## config.mk

```make
export PLATFORM = sky130hd
export DESIGN_NAME = gdwd_top
export DESIGN_NICKNAME = d
export VERILOG_FILES = /design/src/gdwd_pkg.sv /design/src/gdwd_top.sv
export SDC_FILE = /design/constraint.sdc
export NUM_CORES = 1
export LEC_CHECK = 0
export CAP_MARGIN = 25
export CORE_UTILIZATION = 55
export DETAILED_ROUTE_END_ITERATION = 12
export DONT_BUFFER_PORTS = 1
export GPL_TIMING_DRIVEN = 0
export HOLD_SLACK_MARGIN = 0.08
export PLACE_DENSITY_LB_ADDON = 0.1
export SYNTH_ARGS = -nofsm -noshare
export SYNTH_HDL_FRONTEND = slang
export SYNTH_SLANG_ARGS = --single-unit
```

## constraint.sdc

```tcl
create_clock -name clock_i -period 11 [get_ports clock_i]
set_input_delay 1.1 -clock clock_i [delete_from_list [all_inputs] [get_ports clock_i]]
set_output_delay 1.1 -clock clock_i [all_outputs]
set_load 0.05 [all_outputs]
```

## src/gdwd_pkg.sv

```systemverilog
// Purpose: Shared constants and types for the gate driver watchdog unit.
// Assumes: One 125 MHz clock; registers on a plain strobe port.
// Notes: Register offsets and field positions are held here only.
package gdwd_pkg;

    localparam int unsigned CLK_HZ = 125000000;
    localparam int unsigned WDCLK_HZ = 500;
    localparam int unsigned WDCLK_CYC = CLK_HZ / WDCLK_HZ;
    localparam int unsigned WDCLK_TOL_PCT = 10;
    localparam logic [31:0] WDCLK_MIN_CYC = 32'(WDCLK_CYC - (WDCLK_CYC * WDCLK_TOL_PCT) / 100);
    localparam logic [31:0] WDCLK_MAX_CYC = 32'(WDCLK_CYC + (WDCLK_CYC * WDCLK_TOL_PCT) / 100);
    localparam int unsigned TICK_US = 100;
    localparam logic [15:0] TICK_CYC = 16'((CLK_HZ / 1000000) * TICK_US);

    localparam logic [3:0] ADDR_CFG = 4'h0;
    localparam logic [3:0] ADDR_CFG2 = 4'h1;
    localparam logic [3:0] ADDR_FAULT_STATUS_REG = 4'h2;
    localparam logic [3:0] ADDR_IRQ_ST = 4'h3;
    localparam logic [3:0] ADDR_IRQ_MASK = 4'h4;
    localparam logic [3:0] ADDR_CTRL = 4'h5;

    // watchdog_config_reg fields.
    localparam int CFG_EN = 0;
    localparam int CFG_INSEL_LO = 1;
    localparam int CFG_REPORT_LO = 3;
    localparam int CFG_LATCH = 5;
    localparam int CFG_BRAKE = 6;
    localparam int CFG_BRKCFG_LO = 7;
    localparam int CFG_PERIOD_LO = 16;
    // watchdog_config_reg_second fields.
    localparam int CFG2_BK_DIS = 0;
    localparam int CFG2_ATT_LO = 1;
    localparam int CFG2_DLY_LO = 4;
    localparam int CFG2_BKPER_LO = 16;
    // fault_status_reg fields and the ctrl clear bit.
    localparam int FST_GEN = 0;
    localparam int FST_BUCK = 1;
    localparam int FST_REG = 2;
    localparam int FST_STOP = 3;
    localparam int CTRL_CLR = 0;

    localparam logic [31:0] CFG_RST = 32'h0064_0000;
    localparam logic [31:0] CFG2_RST = 32'h0064_0036;

    typedef enum logic [1:0] {
        GDWD_SEL_ENPIN = 2'b00,
        GDWD_SEL_REG = 2'b01,
        GDWD_SEL_CP = 2'b10,
        GDWD_SEL_READ = 2'b11
    } gdwd_sel_t;

    typedef enum logic [1:0] {
        GDWD_REP_STATUS = 2'b00,
        GDWD_REP_PIN = 2'b01,
        GDWD_REP_BRAKE = 2'b10,
        GDWD_REP_RSVD = 2'b11
    } gdwd_rep_t;

    typedef enum logic [1:0] {
        GDWD_BRK_HS = 2'b00,
        GDWD_BRK_LS = 2'b01,
        GDWD_BRK_ALT = 2'b10,
        GDWD_BRK_HIZ = 2'b11
    } gdwd_brk_t;

    typedef struct packed {
        logic [3:0] addr;
        logic [31:0] wdata;
        logic wr;
        logic rd;
    } gdwd_bus_t;

    typedef struct packed {
        logic buck_uv_ok;
        logic reg_uv_ok;
        logic hs_uv_ok;
        logic ls_uv_ok;
    } gdwd_rails_t;

    typedef struct packed {
        logic active;
        logic hs_on;
        logic ls_on;
        logic hiz;
    } gdwd_brake_t;

endpackage : gdwd_pkg

```

## src/gdwd_top.sv

```systemverilog
// Purpose: Buck start-up, general purpose and locked rotor watchdogs of a gate driver.
// Assumes: Inputs synchronous to clock_i; rails flags high once a rail has reached level.
// Notes: Watchdog and restart delay counters tick on a 100 us enable; locked rotor detection only reports.
//
// Local design decisions: the strobed register port and the address map.
`timescale 1ns/1ps
module gdwd_top (
    input wire logic clock_i, // System clock, 125 MHz.
    input wire logic rst_n_i, // Asynchronous reset, active low.
    input wire gdwd_pkg::gdwd_bus_t bus_i, // Register port request.
    output logic [31:0] rdata_o, // Read data, one cycle after the read strobe.
    input wire logic driver_enable_pin_i, // Decoded watchdog clock on the enable pin.
    input wire gdwd_pkg::gdwd_rails_t rails_i, // Rail undervoltage release flags.
    input wire logic rlock_fault_i, // Locked rotor detection from the hall logic.
    output logic fault_out_low_o, // Fault pin, active low.
    output gdwd_pkg::gdwd_brake_t brake_o, // Brake request to the gate stage.
    output logic regulator_enable_o, // Digital regulator start enable.
    output logic stop_o, // Device stop until power cycle.
    output logic irq_o // Level interrupt.
);
    import gdwd_pkg::*;

    logic [31:0] cfg_q, cfg2_q;
    logic [3:0] fst_q, irq_st_q, irq_mask_q;
    logic [31:0] rdata_q;
    logic [15:0] tick_cnt_q;
    logic tick;
    logic clr_wr, fst_rd;
    gdwd_sel_t sel;
    gdwd_rep_t rep;
    gdwd_brk_t brk;
    logic [15:0] gen_period, buck_period;
    logic [2:0] att_cfg;
    logic [11:0] dly_cfg;

    assign sel = gdwd_sel_t'(cfg_q[CFG_INSEL_LO +: 2]);
    assign rep = gdwd_rep_t'(cfg_q[CFG_REPORT_LO +: 2]);
    assign brk = gdwd_brk_t'(cfg_q[CFG_BRKCFG_LO +: 2]);
    assign gen_period = cfg_q[CFG_PERIOD_LO +: 16];
    assign buck_period = cfg2_q[CFG2_BKPER_LO +: 16];
    assign att_cfg = cfg2_q[CFG2_ATT_LO +: 3];
    assign dly_cfg = cfg2_q[CFG2_DLY_LO +: 12];
    assign clr_wr = bus_i.wr && bus_i.addr == ADDR_CTRL && bus_i.wdata[CTRL_CLR];
    assign fst_rd = bus_i.rd && bus_i.addr == ADDR_FAULT_STATUS_REG;

    // Register writes; the two config registers and the interrupt mask are stored here.
    always_ff @(posedge clock_i or negedge rst_n_i) begin
        if (!rst_n_i) begin
            cfg_q <= CFG_RST;
            cfg2_q <= CFG2_RST;
            irq_mask_q <= 4'h0;
        end else if (bus_i.wr) begin
            if (bus_i.addr == ADDR_CFG) cfg_q <= bus_i.wdata;
            if (bus_i.addr == ADDR_CFG2) cfg2_q <= bus_i.wdata;
            if (bus_i.addr == ADDR_IRQ_MASK) irq_mask_q <= bus_i.wdata[3:0];
        end
    end

    // Slow tick keeps the counters narrow; timeouts resolve to 100 us.
    always_ff @(posedge clock_i or negedge rst_n_i) begin
        if (!rst_n_i) tick_cnt_q <= 16'h0000;
        else if (tick) tick_cnt_q <= 16'h0000;
        else tick_cnt_q <= tick_cnt_q + 16'h0001;
    end
    assign tick = tick_cnt_q == TICK_CYC - 16'h0001;

    // Buck start-up watchdog.
    logic [15:0] buck_cnt_q;
    logic buck_done_q, buck_to;
    assign buck_to = !cfg2_q[CFG2_BK_DIS] && !buck_done_q && buck_cnt_q >= buck_period;
    always_ff @(posedge clock_i or negedge rst_n_i) begin
        if (!rst_n_i) begin
            buck_cnt_q <= 16'h0000;
            buck_done_q <= 1'b0;
        end else if (rails_i.buck_uv_ok) begin
            buck_done_q <= 1'b1;
            buck_cnt_q <= 16'h0000;
        end else if (!buck_done_q && !cfg2_q[CFG2_BK_DIS] && tick && !buck_to) begin
            buck_cnt_q <= buck_cnt_q + 16'h0001;
        end
    end

    // Stop is only undone by reset, which stands for a power cycle.
    logic stop_q;
    always_ff @(posedge clock_i or negedge rst_n_i) begin
        if (!rst_n_i) stop_q <= 1'b0;
        else if (buck_to) stop_q <= 1'b1;
    end

    // Enable-pin clock checker: every rising edge closes one period.
    logic pin_q, pin_good, pin_kick, pin_bad;
    logic [31:0] per_cnt_q, high_cnt_q;
    assign pin_kick = driver_enable_pin_i && !pin_q;
    assign pin_good = per_cnt_q >= WDCLK_MIN_CYC && per_cnt_q <= WDCLK_MAX_CYC
        && high_cnt_q >= (per_cnt_q >> 2) && high_cnt_q <= per_cnt_q - (per_cnt_q >> 2);
    assign pin_bad = per_cnt_q > WDCLK_MAX_CYC;
    always_ff @(posedge clock_i or negedge rst_n_i) begin
        if (!rst_n_i) begin
            pin_q <= 1'b0;
            per_cnt_q <= 32'h0000_0000;
            high_cnt_q <= 32'h0000_0000;
        end else begin
            pin_q <= driver_enable_pin_i;
            if (pin_kick) begin
                per_cnt_q <= 32'h0000_0001;
                high_cnt_q <= 32'h0000_0001;
            end else begin
                if (!pin_bad) per_cnt_q <= per_cnt_q + 32'h0000_0001;
                if (driver_enable_pin_i && !pin_bad) high_cnt_q <= high_cnt_q + 32'h0000_0001;
            end
        end
    end

    // Kick source of the general watchdog.
    logic gen_kick, src_ok;
    logic reg_ok_q, cp_ok_q;
    always_comb begin
        gen_kick = 1'b0;
        src_ok = 1'b0;
        unique case (sel)
            GDWD_SEL_ENPIN: begin
                gen_kick = pin_kick && pin_good;
                src_ok = !pin_bad;
            end
            GDWD_SEL_REG: begin
                gen_kick = rails_i.reg_uv_ok && !reg_ok_q;
                src_ok = rails_i.reg_uv_ok;
            end
            GDWD_SEL_CP: begin
                gen_kick = rails_i.hs_uv_ok && rails_i.ls_uv_ok && !cp_ok_q;
                src_ok = rails_i.hs_uv_ok && rails_i.ls_uv_ok;
            end
            GDWD_SEL_READ: begin
                gen_kick = fst_rd;
                src_ok = 1'b1;
            end
        endcase
    end

    always_ff @(posedge clock_i or negedge rst_n_i) begin
        if (!rst_n_i) begin
            reg_ok_q <= 1'b0;
            cp_ok_q <= 1'b0;
        end else begin
            reg_ok_q <= rails_i.reg_uv_ok;
            cp_ok_q <= rails_i.hs_uv_ok && rails_i.ls_uv_ok;
        end
    end

    // General purpose counter.
    logic [15:0] gen_cnt_q;
    logic gen_to, gen_run;
    assign gen_run = cfg_q[CFG_EN] && !stop_q;
    assign gen_to = gen_run && gen_cnt_q >= gen_period && !gen_kick;
    always_ff @(posedge clock_i or negedge rst_n_i) begin
        if (!rst_n_i) gen_cnt_q <= 16'h0000;
        else if (!gen_run || gen_kick) gen_cnt_q <= 16'h0000;
        else if (gen_to) gen_cnt_q <= 16'h0000;
        else if (tick) gen_cnt_q <= gen_cnt_q + 16'h0001;
    end

    // Regulator restart sequencer.
    logic [2:0] att_q;
    logic [11:0] dly_q;
    logic reg_off_q, reg_fail;
    assign reg_fail = gen_to && sel == GDWD_SEL_REG && att_q >= att_cfg;
    always_ff @(posedge clock_i or negedge rst_n_i) begin
        if (!rst_n_i) begin
            att_q <= 3'h0;
            dly_q <= 12'h000;
            reg_off_q <= 1'b0;
        end else if (gen_to && sel == GDWD_SEL_REG && att_q < att_cfg) begin
            att_q <= att_q + 3'h1;
            reg_off_q <= 1'b1;
            dly_q <= dly_cfg;
        end else if (reg_off_q) begin
            if (dly_q == 12'h000) reg_off_q <= 1'b0;
            else if (tick) dly_q <= dly_q - 12'h001;
        end
    end

    // Fault flags; a detection in the clear cycle wins.
    logic gen_fault_ev, fst_clear_gen;
    assign gen_fault_ev = gen_to && (sel != GDWD_SEL_REG || reg_fail);
    assign fst_clear_gen = clr_wr && (!cfg_q[CFG_LATCH] || src_ok);
    always_ff @(posedge clock_i or negedge rst_n_i) begin
        if (!rst_n_i) fst_q <= 4'h0;
        else begin
            if (gen_fault_ev) fst_q[FST_GEN] <= 1'b1;
            else if (fst_clear_gen) fst_q[FST_GEN] <= 1'b0;
            if (buck_to) fst_q[FST_BUCK] <= 1'b1;
            if (reg_fail) fst_q[FST_REG] <= 1'b1;
            else if (clr_wr) fst_q[FST_REG] <= 1'b0;
            // Set with stop itself, so a read in the first stopped cycle already shows it.
            fst_q[FST_STOP] <= stop_q || buck_to;
        end
    end

    // Sticky interrupt status, write one to clear.
    logic [3:0] irq_ev;
    assign irq_ev = {buck_to, reg_fail, rlock_fault_i, gen_fault_ev};
    always_ff @(posedge clock_i or negedge rst_n_i) begin
        if (!rst_n_i) irq_st_q <= 4'h0;
        else begin
            for (int i = 0; i < 4; i++) begin
                if (irq_ev[i]) irq_st_q[i] <= 1'b1;
                else if (bus_i.wr && bus_i.addr == ADDR_IRQ_ST && bus_i.wdata[i])
                    irq_st_q[i] <= 1'b0;
            end
        end
    end

    // Outputs and brake.
    logic fault_low_q, irq_q, alt_q;
    gdwd_brake_t brake_q;
    logic brake_req;
    assign brake_req = fst_q[FST_GEN] && cfg_q[CFG_BRAKE] && rep == GDWD_REP_BRAKE
        && (sel == GDWD_SEL_ENPIN || sel == GDWD_SEL_READ);
    always_ff @(posedge clock_i or negedge rst_n_i) begin
        if (!rst_n_i) begin
            fault_low_q <= 1'b1;
            irq_q <= 1'b0;
            alt_q <= 1'b0;
            brake_q <= '0;
        end else begin
            // A brake-only reaction leaves the fault pin alone.
            fault_low_q <= !((fst_q[FST_GEN] && (rep == GDWD_REP_PIN || rep == GDWD_REP_RSVD))
                || stop_q || rlock_fault_i);
            irq_q <= |(irq_st_q & irq_mask_q);
            if (tick) alt_q <= !alt_q;
            brake_q.active <= brake_req;
            brake_q.hs_on <= brake_req && (brk == GDWD_BRK_HS || (brk == GDWD_BRK_ALT && alt_q));
            brake_q.ls_on <= brake_req && (brk == GDWD_BRK_LS || (brk == GDWD_BRK_ALT && !alt_q));
            brake_q.hiz <= (brake_req && brk == GDWD_BRK_HIZ) || stop_q;
        end
    end

    // Read port.
    always_ff @(posedge clock_i or negedge rst_n_i) begin
        if (!rst_n_i) rdata_q <= 32'h0000_0000;
        else if (bus_i.rd) begin
            unique case (bus_i.addr)
                ADDR_CFG: rdata_q <= cfg_q;
                ADDR_CFG2: rdata_q <= cfg2_q;
                ADDR_FAULT_STATUS_REG: rdata_q <= {28'h0000000, fst_q};
                ADDR_IRQ_ST: rdata_q <= {28'h0000000, irq_st_q};
                ADDR_IRQ_MASK: rdata_q <= {28'h0000000, irq_mask_q};
                default: rdata_q <= 32'h0000_0000;
            endcase
        end
    end

    assign rdata_o = rdata_q;
    assign fault_out_low_o = fault_low_q;
    assign brake_o = brake_q;
    assign regulator_enable_o = !reg_off_q && !stop_q;
    assign stop_o = stop_q;
    assign irq_o = irq_q;

endmodule : gdwd_top

```

# == After elaboration in Yosys (flattened, before gate mapping) ==
# Index checks and enable logic that the tools add are counted.
# totals
reg_bits,247
inputBits,46
output_inout_bits,40
word_cells,183
# op_classes
n_addsub,8
order_cmp,9
n_eq_ne,18
n_mux,32
n_bitwise,1
n_reduce_logical,84
# ops
op,n
32-bit one-hot mux with 5 select lines,1
32-bit two-way mux,4
16-bit two-way mux,6
32-bit by 1-bit adder with 32-bit output (second input constant),2
16-bit by 1-bit adder with 16-bit output (second input constant),3
12-bit two-way mux,4
1-bit logical AND,39
16-bit >= comparator,2
32-bit by 18-bit >= comparator with 1-bit output (second input constant),1
32-bit by 30-bit >= comparator with 1-bit output,1
32-bit by 19-bit greater-than comparator with 1-bit output (second input constant),1
32-bit by 19-bit <= comparator with 1-bit output (second input constant),1
32-bit <= comparator,1
32-bit by 30-bit subtractor with 32-bit output,1
2-bit nonzero test,10
16-bit by 14-bit == test with 1-bit output (second input constant),1
1-bit two-way mux,15
1-bit logical NOT,14
2-bit == test (second input constant),6
12-bit logical NOT,1
12-bit by 1-bit subtractor with 12-bit output (second input constant),1
1-bit logical OR,11
4-bit by 2-bit == test with 1-bit output (second input constant),2
4-bit by 3-bit == test with 1-bit output (second input constant),2
other kinds (15),22

# == Longest topological paths before layout ==
# Gate-level depths: netlist of the first run.
# logic_depth
ltp_word,13
mapped_depth,23
depth_no_buf,22

# == Worst setup path before layout of the first run ==
# Ideal clock, no wire load.
# synth_path
path_kind,reg-to-reg
start,register per_cnt_q[3]
end,register att_q[1]
setup_time_ps,125
arrival_ps,5173
slack_ps,5702
stages_incl_launch_ff,22
path_buffers,1
path_cell_list,dfrtp_1 -> inv_1 -> ha_1 -> nor2b_1 -> o31a_1 -> o311ai_0 -> a31oi_1 -> a21o_1 -> a31o_2 -> a21o_1 -> a21oi_1 -> xor2_1 -> ha_1 -> nand4_1 -> or4_1 -> a21oi_1 -> or3_1 -> a21oi_1 -> o211ai_1 -> nor3b_1 -> buf_2 -> mux2_2
# synth_between
elab_chain_cells,10
elab_cells_between_ends,14
cone_classes,add/sub: 1; order compare: 4; mux: 1; reduce/logical: 8
# synth_lines
item,line,source
start: declaration,gdwd_top.sv:92,"logic [31:0] per_cnt_q, high_cnt_q;"
start signal: assignment,gdwd_top.sv:108,if (!pin_bad) per_cnt_q <= per_cnt_q + 32'h0000_0001;
"parallel branches: the longest is 3 deep, another holds 32-bit by 30-bit subtractor with 32-bit output",n/a,
1-bit logical AND (*),gdwd_top.sv:95,&& high_cnt_q >= (per_cnt_q >> 2) && high_cnt_q <= per_cnt_q - (per_cnt_q >> 2);
1-bit logical AND (*),gdwd_top.sv:122,gen_kick = pin_kick && pin_good;
1-bit one-hot mux with 4 select lines (*),gdwd_top.sv:120,unique case (sel)
1-bit logical NOT (*),gdwd_top.sv:154,assign gen_to = gen_run && gen_cnt_q >= gen_period && !gen_kick;
1-bit logical AND (*),gdwd_top.sv:154,
1-bit logical AND (*) (2 in a row),gdwd_top.sv:172,end else if (gen_to && sel == GDWD_SEL_REG && att_q < att_cfg) begin
end signal: assignment,gdwd_top.sv:173,att_q <= att_q + 3'h1;
end: declaration,gdwd_top.sv:163,logic [2:0] att_q;
# Every way passes the cells marked *.
# A chain may end at the register's enable or synchronous reset.

# == Worst setup path in the final report of the first run ==
# layout_path
start,register per_cnt_q[3]
end,register dly_q[7]
# layout_between
elab_chain_cells,12
elab_cells_between_ends,19
cone_classes,add/sub: 1; order compare: 4; eq/ne: 1; mux: 2; reduce/logical: 11
# layout_lines
item,line,source
"parallel branches: the longest is 3 deep, another holds 32-bit by 30-bit subtractor with 32-bit output",n/a,
1-bit logical AND (*),gdwd_top.sv:95,
1-bit logical AND (*),gdwd_top.sv:122,
1-bit one-hot mux with 4 select lines (*),gdwd_top.sv:120,
1-bit logical NOT (*),gdwd_top.sv:154,
1-bit logical AND (*),gdwd_top.sv:154,
1-bit logical AND (*) (2 in a row),gdwd_top.sv:172,
2-bit inequality test (no line) or 2-bit nonzero test (tied branches),n/a,
3-bit AND reduction (no line),n/a,
end signal: assignment,gdwd_top.sv:175,dly_q <= dly_cfg;
end signal: assignment,gdwd_top.sv:178,else if (tick) dly_q <= dly_q - 12'h001;
end: declaration,gdwd_top.sv:164,logic [11:0] dly_q;
# Marked as above.

==> results of run 1 <==
-- cells in the mapped netlist (all sizes together), types with 4 or more instances --
library cell  number
a31oi              4
o21ai             44
nor4              11
mux2i              8
nand3             50
xnor2             56
a21o              36
nand4             33
xor2              69
a2111oi            9
and2               4
o31ai              4
or2                7
o211ai             6
nand2b            11
o21a               7
and3              34
a21oi             72
nand2             83
a211oi             7
o22ai             34
a22oi             34
inv              122
nor2b             19
nor2             136
ha               139
dfstp             11
nor3              19
buf               11
mux2              81
dfrtp            236
and4               5
o21bai             4
or3                8
clkbuf            31
-- placed cells by master (no fill, tap or decap), types with 5 or more instances in the layout --
| cell type | count |
|---|---|
| mux2_2 | 81 |
| nor2b_1 | 19 |
| ha_1 | 139 |
| mux2i_1 | 8 |
| clkbuf_8 | 9 |
| o22ai_1 | 34 |
| and3_1 | 30 |
| or3_1 | 8 |
| nand4_1 | 32 |
| dfstp_2 | 11 |
| nand2b_1 | 11 |
| o21ai_0 | 44 |
| a211oi_1 | 7 |
| dfrtp_1 | 236 |
| nor4_1 | 11 |
| o211ai_1 | 5 |
| o21a_1 | 7 |
| a21o_1 | 35 |
| buf_1 | 9 |
| or2_2 | 7 |
| nand2_1 | 83 |
| a2111oi_0 | 6 |
| nand3_1 | 50 |
| xor2_1 | 69 |
| nor2_1 | 136 |
| inv_1 | 122 |
| a22oi_1 | 34 |
| nor3_1 | 19 |
| clkbuf_16 | 28 |
| xnor2_1 | 56 |
| a21oi_1 | 72 |
| clkbuf_1 | 33 |
-- routing by layer --
layer	global-route usage, %	vias up	routed length, µm
met5	0	-	0
met4	8.74	0	1100
met3	5.60	64	2080
met2	42.4	237	15900
met1	32.3	5337	15000
li1	-	5351	-
-- stage by stage --
| step | power, W | setup WS [ns] | utilization (%) |
|---|---|---|---|
| 2_1_floorplan | 0.00166 | 5.70 | - |
| 3_3_place_gp | 0.00182 | 3.99 | 58.0 |
| 3_5_place_dp | 0.00184 | 3.90 | 58.0 |
| 4_1_cts | 0.00283 | 3.86 | 61.8 |
| 5_1_grt | 0.00296 | 4.20 | 61.8 |
| 6_report | 0.00281 | 4.37 | 61.8 |
-- worst max-delay path: stages (launching register included) --
cell      delay, ns
dfrtp_1        0.54
inv_1          0.11
ha_1           0.27
nor2b_1        0.14
o31a_1         0.28
o311ai_0       0.83
a31oi_1        0.27
a21o_1         0.28
a31o_2         0.27
a21o_1         0.18
a21oi_1        0.17
xor2_1         0.11
ha_1           0.30
nand4_1        0.16
or4_1          0.57
a21oi_1        0.13
or3_1          0.18
a21oi_1        0.06
o211ai_1       0.46
nor3b_1        0.27
clkbuf_4       0.24
buf_2          0.31
mux2_2         0.37
-- layout make-up --
cell class / instances / area share (%)
clock inverters: 13 / 1.10
inverters: 122 / 2.83
repair buffers: 2 / 0.0695
plain buffers: 42 / 1.15
multi-input cells: 1077 / 49.0
clock buffers: 39 / 5.01
well taps: 335 / 2.59
flip-flops and latches: 247 / 38.2
-- report_power, final --
group          switching [W]  total (W)  internal (W)
logic               0.000397   0.000735      0.000338
clock network       0.000390   0.000978      0.000588
registers           0.000104    0.00110      0.000996
-- state kept, by name (all words and copies together) (netlist names), 12 cells and up --
| register | count |
|---|---|
| gen_cnt_q | 16 |
| cfg2_q | 32 |
| dly_q | 12 |
| cfg_q | 32 |
| tick_cnt_q | 16 |
| buck_cnt_q | 16 |
| high_cnt_q | 32 |
| rdata_o | 32 |
| per_cnt_q | 32 |
-- how the worst max path moves through the flow --
stage | from | to | slack, ns
after floorplan | per_cnt_q[3] | att_q[1] | 5.70
after global placement | per_cnt_q[3] | dly_q[7] | 3.99
after detailed placement | per_cnt_q[3] | dly_q[10] | 3.90
after CTS | per_cnt_q[3] | dly_q[7] | 3.86
after global routing | per_cnt_q[3] | dly_q[5] | 4.20
final | per_cnt_q[3] | dly_q[7] | 4.37
-- kinds of logic after synthesis --
family                     after synthesis
buffers and inverters                  164
and+or+nand+nor                        436
DFF                                    247
muxes                                   89
AOI/OAI and AO/OA                      287
xor gates and xnor gates               125
adders and majority gates              140
==> key figures, run 1 <==
Layout
  • Register area: 0.00619 mm²
  • Area occupied by multi-input gates: 0.00794 mm²
  • Final instance area: between 0.015 and 0.02 mm²
  • Nets@finish: between 1500 and 2000
  • # fillers: 2180
  • ANT cells: 0
  • Finished Layout Cells: 1877
  • Layout cells sized above 1: 10.8%
  • P&R area growth vs syn: 9.62%

Yosys
  • Synth Area in Simple Gates: between 10% and 20%
  • Flops & latches, synth: roughly 250
  • Yosys cell types: 71
  • Mux contribution to synthesized area: 6.72%
  • Seq/Total Area, Yosys: a little over two fifths
  • Synth Area in Compound Gates: 13.0%
  • Largest family of logic cells by synthesized area: simple AND/OR/NAND/NOR gates
  • Synth Area in Adders: roughly an eighth
  • Largest cells by area after synthesis: dfrtp_1 40%, ha_1 12%, mux2_2 6.2%
  • Yosys top cell area share: approximately 40%
  • Syn Std Cell Area: 0.0148 mm²
  • Ys async rst share: 100%
  • Area leader, netlist: dfrtp_1
  • Synth Flop Type: dfrtp_1
  • XOR/XNOR Fraction of Synth Area: under 10%
  • Syn_area_per_cell: 9.93 µm²
  • Syn Inst Count: between 1000 and 1500
  • Post-synth EDFFs: 0
  • Yosys warns: 0
  • Syn nets: 1674

Timing
  • Clock skew: roughly 0.026 ns
  • Hold Slack: ~0.22 ns
  • Unrepaired setup endpoints after global routing: false
  • Setup TNS: 0 ns
  • Worst slew pin tran: approximately 0.99 ns
  • Slew Limit Fails: 0
  • Final Hold Fails: 0
  • Max Freq: 151 MHz
  • Slew headroom: approximately a third
  • Fin crit period: around 6.6 ns
  • Final Cycle Share: around 60%
  • Endpoints failing setup: 0

Global routing
  • Largest net degree at the start of global routing: roughly 250
  • Vias in the first global route: roughly 11000
  • Initial antenna violation count: 0
  • Global Route Usage Sum: between 20% and 30%
  • Overflow after GRT: 0
  • First-pass GRT wire length: around 57000 µm

Clock network
  • CTS Hold Bufs: 0
  • Clock sinks: roughly 250
  • Worst-Skew Late Latency: ~0.57 ns
  • CTS max path bufs: 3
  • Root buffer cell: clkbuf_16
  • Post-CTS Setup Inserts: 0
  • TritonCTS clock tree: built
  • CTS Buf Count: 28
  • Clock edge transition at the registers on the reported setup and hold paths: roughly 0.06 ns
  • Post-CTS resize count: 0
  • H-tree depth: 1

Routing
  • Final ANT Viol Nets: 0
  • First-pass iteration count of the detailed router: 5
  • Via density: 5.85
  • Avg WL per Cell: roughly 18 µm
  • DRC viols: 0
  • Iteration-0 DRC Markers: between 700 and 800
  • Final wirelength: between 30000 and 40000 µm
  • DR vias: 11000

Critical path
  • Crit Path Max Fanout: 10
  • Crit Path Category: reg -> reg
  • Worst endpoint data arrival time: between 7 and 8 ns
  • R2R cell count: 22
  • CP Data Required Time: roughly 11 ns
  • Crit Reg-Reg Startpoint: per_cnt_q[3]
  • Worst setup EP type: register
  • Worst Setup Start Kind: register
  • R2R Setup Slk: roughly 4.4 ns
  • Reg2reg end: dly_q[7]

Floorplanning
  • Placement Rows: 59
  • Die ar.: 0.0275 mm²
  • Num ports: 86
  • Die width: between 150 and 200 µm
  • Die span in y: around 170 µm
  • Core area: 0.0262 mm²
  • Starting Density: between 50% and 60%

Flow run
  • MaxCap Viol Count: 0

Placed design
  • # port buffers: 0
  • GP Congestion: roughly 0.9
  • Dpl hpwl: about 25000 µm
  • Cell count after placement: between 1500 and 2000
  • Placed Area: roughly 0.015 mm²

Power and ir drop
  • Power Density: between 150 and 200 mW/mm²
  • VDD IR max: 0.139 mV
  • Leakage: 7.64 nW

Outcome
  • Outcome: completed

Min path
  • Worst Hold Class: in -> async
(Power assumes the default switching activity.)
==> inputs of run 2 (changes only) <==
--- a/config.mk
+++ b/config.mk
@@ -5,6 +5,7 @@
 export SDC_FILE = /design/constraint.sdc
 export NUM_CORES = 1
 export LEC_CHECK = 0
+export ABC_AREA = 1
 export CAP_MARGIN = 25
 export CORE_UTILIZATION = 55
 export DETAILED_ROUTE_END_ITERATION = 12
==> constraint.sdc (replaced) <==
create_clock -name clock_i -period 6.2 [get_ports clock_i]
set_input_delay 0.62 -clock clock_i [delete_from_list [all_inputs] [get_ports clock_i]]
set_output_delay 0.62 -clock clock_i [all_outputs]
set_load 0.05 [all_outputs]
==> key figures, run 2 <==
Layout
  • # fillers: between 2000 and 3000
  • P&R area growth vs syn: 9.60%
  • Commonest non-fill, non-tap cell in the layout: nand2_1
  • Most frequent cells in the layout: 459 x nand2_1, 287 x inv_1, 236 x dfrtp_1
  • Layout cells sized above 1: under 10%
  • Core occupancy in the finished layout: about three fifths
  • ANT cells: 0
  • Nets@finish: approximately 2300

Outcome
  • Outcome: completed

Critical path
  • Buffers and inverters on the worst path: 2
  • Crit Reg-Reg Startpoint: per_cnt_q[2]
  • Crit Path Category: reg -> reg
  • Worst Setup Start Kind: register
  • Delay-heaviest family, CP: compound AO/OA/AOI/OAI gates
  • R2R cell count: 24
  • Most Frequent Cell on Critical Path: nand2_1
  • Worst setup EP type: register
  • CP Cell Sequence: ha_1, fa_1, o21ai_0, a21oi_1, o21ai_1, nand2_1, a21oi_1, nand2_1, nand2_1, xor2_1, ha_1, nand2_1, nor2_1, nand2_1, inv_1, a21oi_1, nand2_1, nand2_1, nand3_2, nand4_1, buf_2, o21bai_1, nand2_1, nand2_1
  • Crit Path Max Fanout: 10
  • Slowest stage cell, crit path: dfrtp_1
  • Worst endpoint data arrival time: 5.06 ns
  • CP Data Required Time: 6.64 ns
  • CP startpoint: per_cnt_q[2]
  • R2R Setup Slk: approximately 1.6 ns
  • Max stage delay on crit path: 0.45 ns
  • Reg2reg end: dly_q[8]

Yosys
  • Syn nets: between 2000 and 2500
  • Seq/Total Area, Yosys: between 30% and 40%
  • Most frequent cell after synthesis: nand2_1
  • Synth Flop Type: dfrtp_1
  • Yosys cell types: 53
  • Most frequent cells after synthesis: 459 x nand2_1, 287 x inv_1, 236 x dfrtp_1
  • Area leader, netlist: dfrtp_1
  • Post-synth EDFFs: 0
  • Syn_area_per_cell: around 7.7 µm²
  • Yosys warns: 0
  • Syn Inst Count: around 2100
  • Ys async rst share: 100%
  • Syn Std Cell Area: 0.0162 mm²
  • Yosys top cell area share: 36.5%
  • Largest cells by area after synthesis: dfrtp_1 37%, ha_1 11%, nand2_1 11%
  • Flops & latches, synth: around 250

Power and ir drop
  • Power Density: around 300 mW/mm²
  • VDD IR max: 0.243 mV
  • Leakage: approximately 9 nW

Clock network
  • CTS max path bufs: 3
  • Worst-Skew Late Latency: between 0.5 and 0.6 ns
  • Root buffer cell: clkbuf_16
  • H-tree depth: 1
  • CTS Buf Count: 29
  • Clock edge transition at the registers on the reported setup and hold paths: approximately 0.060 ns
  • Post-CTS resize count: 0
  • Clock sinks: between 200 and 250
  • TritonCTS clock tree: built

Floorplanning
  • Core area: between 0.02 and 0.03 mm²
  • Die width: between 150 and 200 µm
  • Die ar.: 0.0301 mm²
  • Die span in y: 173 µm
  • Num ports: 86
  • Starting Density: approximately 56%
  • Placement Rows: 62

Global routing
  • Global Route Usage Sum: approximately 28%
  • Vias in the first global route: about 13000
  • Initial antenna violation count: 0
  • First-pass GRT wire length: 69400 µm
  • Overflow after GRT: 0
  • Largest net degree at the start of global routing: 248

Routing
  • First-pass iteration count of the detailed router: 6
  • Via density: between 5 and 6
  • DRC viols: 0
  • Final ANT Viol Nets: 0
  • DR vias: between 10000 and 15000
  • Avg WL per Cell: roughly 17 µm
  • Iteration-0 DRC Markers: around 1100
  • Final wirelength: roughly 43000 µm

Placed design
  • GP Congestion: slightly above 0.9
  • Dpl hpwl: 31700 µm
  • # port buffers: 0

Timing
  • Clock skew: 0.00936 ns
  • Setup TNS: 0 ns
  • Worst slew pin tran: 1.30 ns
  • Unrepaired setup endpoints after global routing: false
  • Endpoints failing setup: 0
  • Fin crit period: ~4.6 ns
  • Slew headroom: roughly an eighth
  • Final Hold Fails: 0
  • Final Cycle Share: roughly 74%
  • Max Freq: around 220 MHz
  • Slew Limit Fails: 0

Flow run
  • MaxCap Viol Count: 0

Min path
  • Worst Hold Class: in -> async
==> run 2: worst max path at each step <==
stage                 to  cells after the start  slack [ns]
2_1_floorplan   dly_q[4]                     25        2.50
3_3_place_gp    dly_q[8]                     24        1.66
3_5_place_dp    dly_q[4]                     24        1.63
4_1_cts         dly_q[4]                     24        1.60
5_1_grt        dly_q[11]                     27        1.14
6_report        dly_q[8]                     24        1.58
==> run 2: worst register-to-register path: stages (launching register included) <==
cell and delay [ns]:
dfrtp_1 0.45, ha_1 0.24, fa_1 0.44, o21ai_0 0.32, a21oi_1 0.24, o21ai_1 0.32
nand2_1 0.11, a21oi_1 0.24, nand2_1 0.08, nand2_1 0.09, xor2_1 0.20, ha_1 0.26
nand2_1 0.08, nor2_1 0.06, nand2_1 0.11, inv_1 0.05, a21oi_1 0.22, nand2_1 0.08
nand2_1 0.07, nand3_2 0.14, nand4_1 0.24, buf_2 0.28, o21bai_1 0.09, nand2_1 0.07
nand2_1 0.05
==> run 2: per-stage QoR <==
step / total power (W) / hold WS [ns] / setup slack [ns] / instance area [µm²] / cells
detailed placement: 0.00355 / 0.334 / 1.63 / 16700 / 2481
global route: 0.00576 / 0.206 / 1.14 / 17700 / 2538
finish: 0.00540 / 0.106 / 1.58 / 17700 / 2538
global placement: 0.00350 / 0.336 / 1.66 / 16700 / 2481
floorplan: 0.00315 / 0.324 / 2.50 / 16200 / 2097
CTS: 0.00539 / -0.245 / 1.60 / 17700 / 2536
==> run 2: report_power, final <==
group	internal, W	switching [W]
clock	0.00114	0.000685
sequential	0.00177	0.000184
combinational	0.000597	0.00103
total	0.00350	0.00190
==> run 2: cell families after synthesis <==
group	count (synthesis)	share of synthesized area, %
AO/OA/AOI/OAI	383	13.2
XOR/XNOR	71	3.84
adder cells (fa/ha/maj)	140	10.9
buffers and inverters	342	8.20
flip-flops	247	38.3
multiplexers	29	2.02
AND/OR/NAND/NOR	885	23.6
==> run 2: cell type report <==
class | instances | area [µm²] | share of cell area (%)
inverters | 298 | 1120 | 6.31
clock buffers | 44 | 842 | 4.75
multi-input cells | 1508 | 8650 | 48.8
well taps | 384 | 480 | 2.71
plain buffers | 44 | 208 | 1.17
clock inverters | 9 | 173 | 0.974
repair buffers | 4 | 57.6 | 0.325
flip-flops and latches | 247 | 6190 | 34.9
==> run 2: what timing repair did <==
action | 4_1_cts | 5_1_grt
buffers inserted | 0 | 0
endpoints found under the hold margin | 249 | 237
hold buffers | 2 | 2
==> run 2: metal layers <==
metal | share of wire (%) | vias up | GRT usage (%)
met5 | 0 | - | 0
met4 | 2.5 | 0 | 7.15
met3 | 6.8 | 63 | 4.43
met2 | 43 | 404 | 43.7
met1 | 47 | 6664 | 41.9
li1 | - | 7008 | -
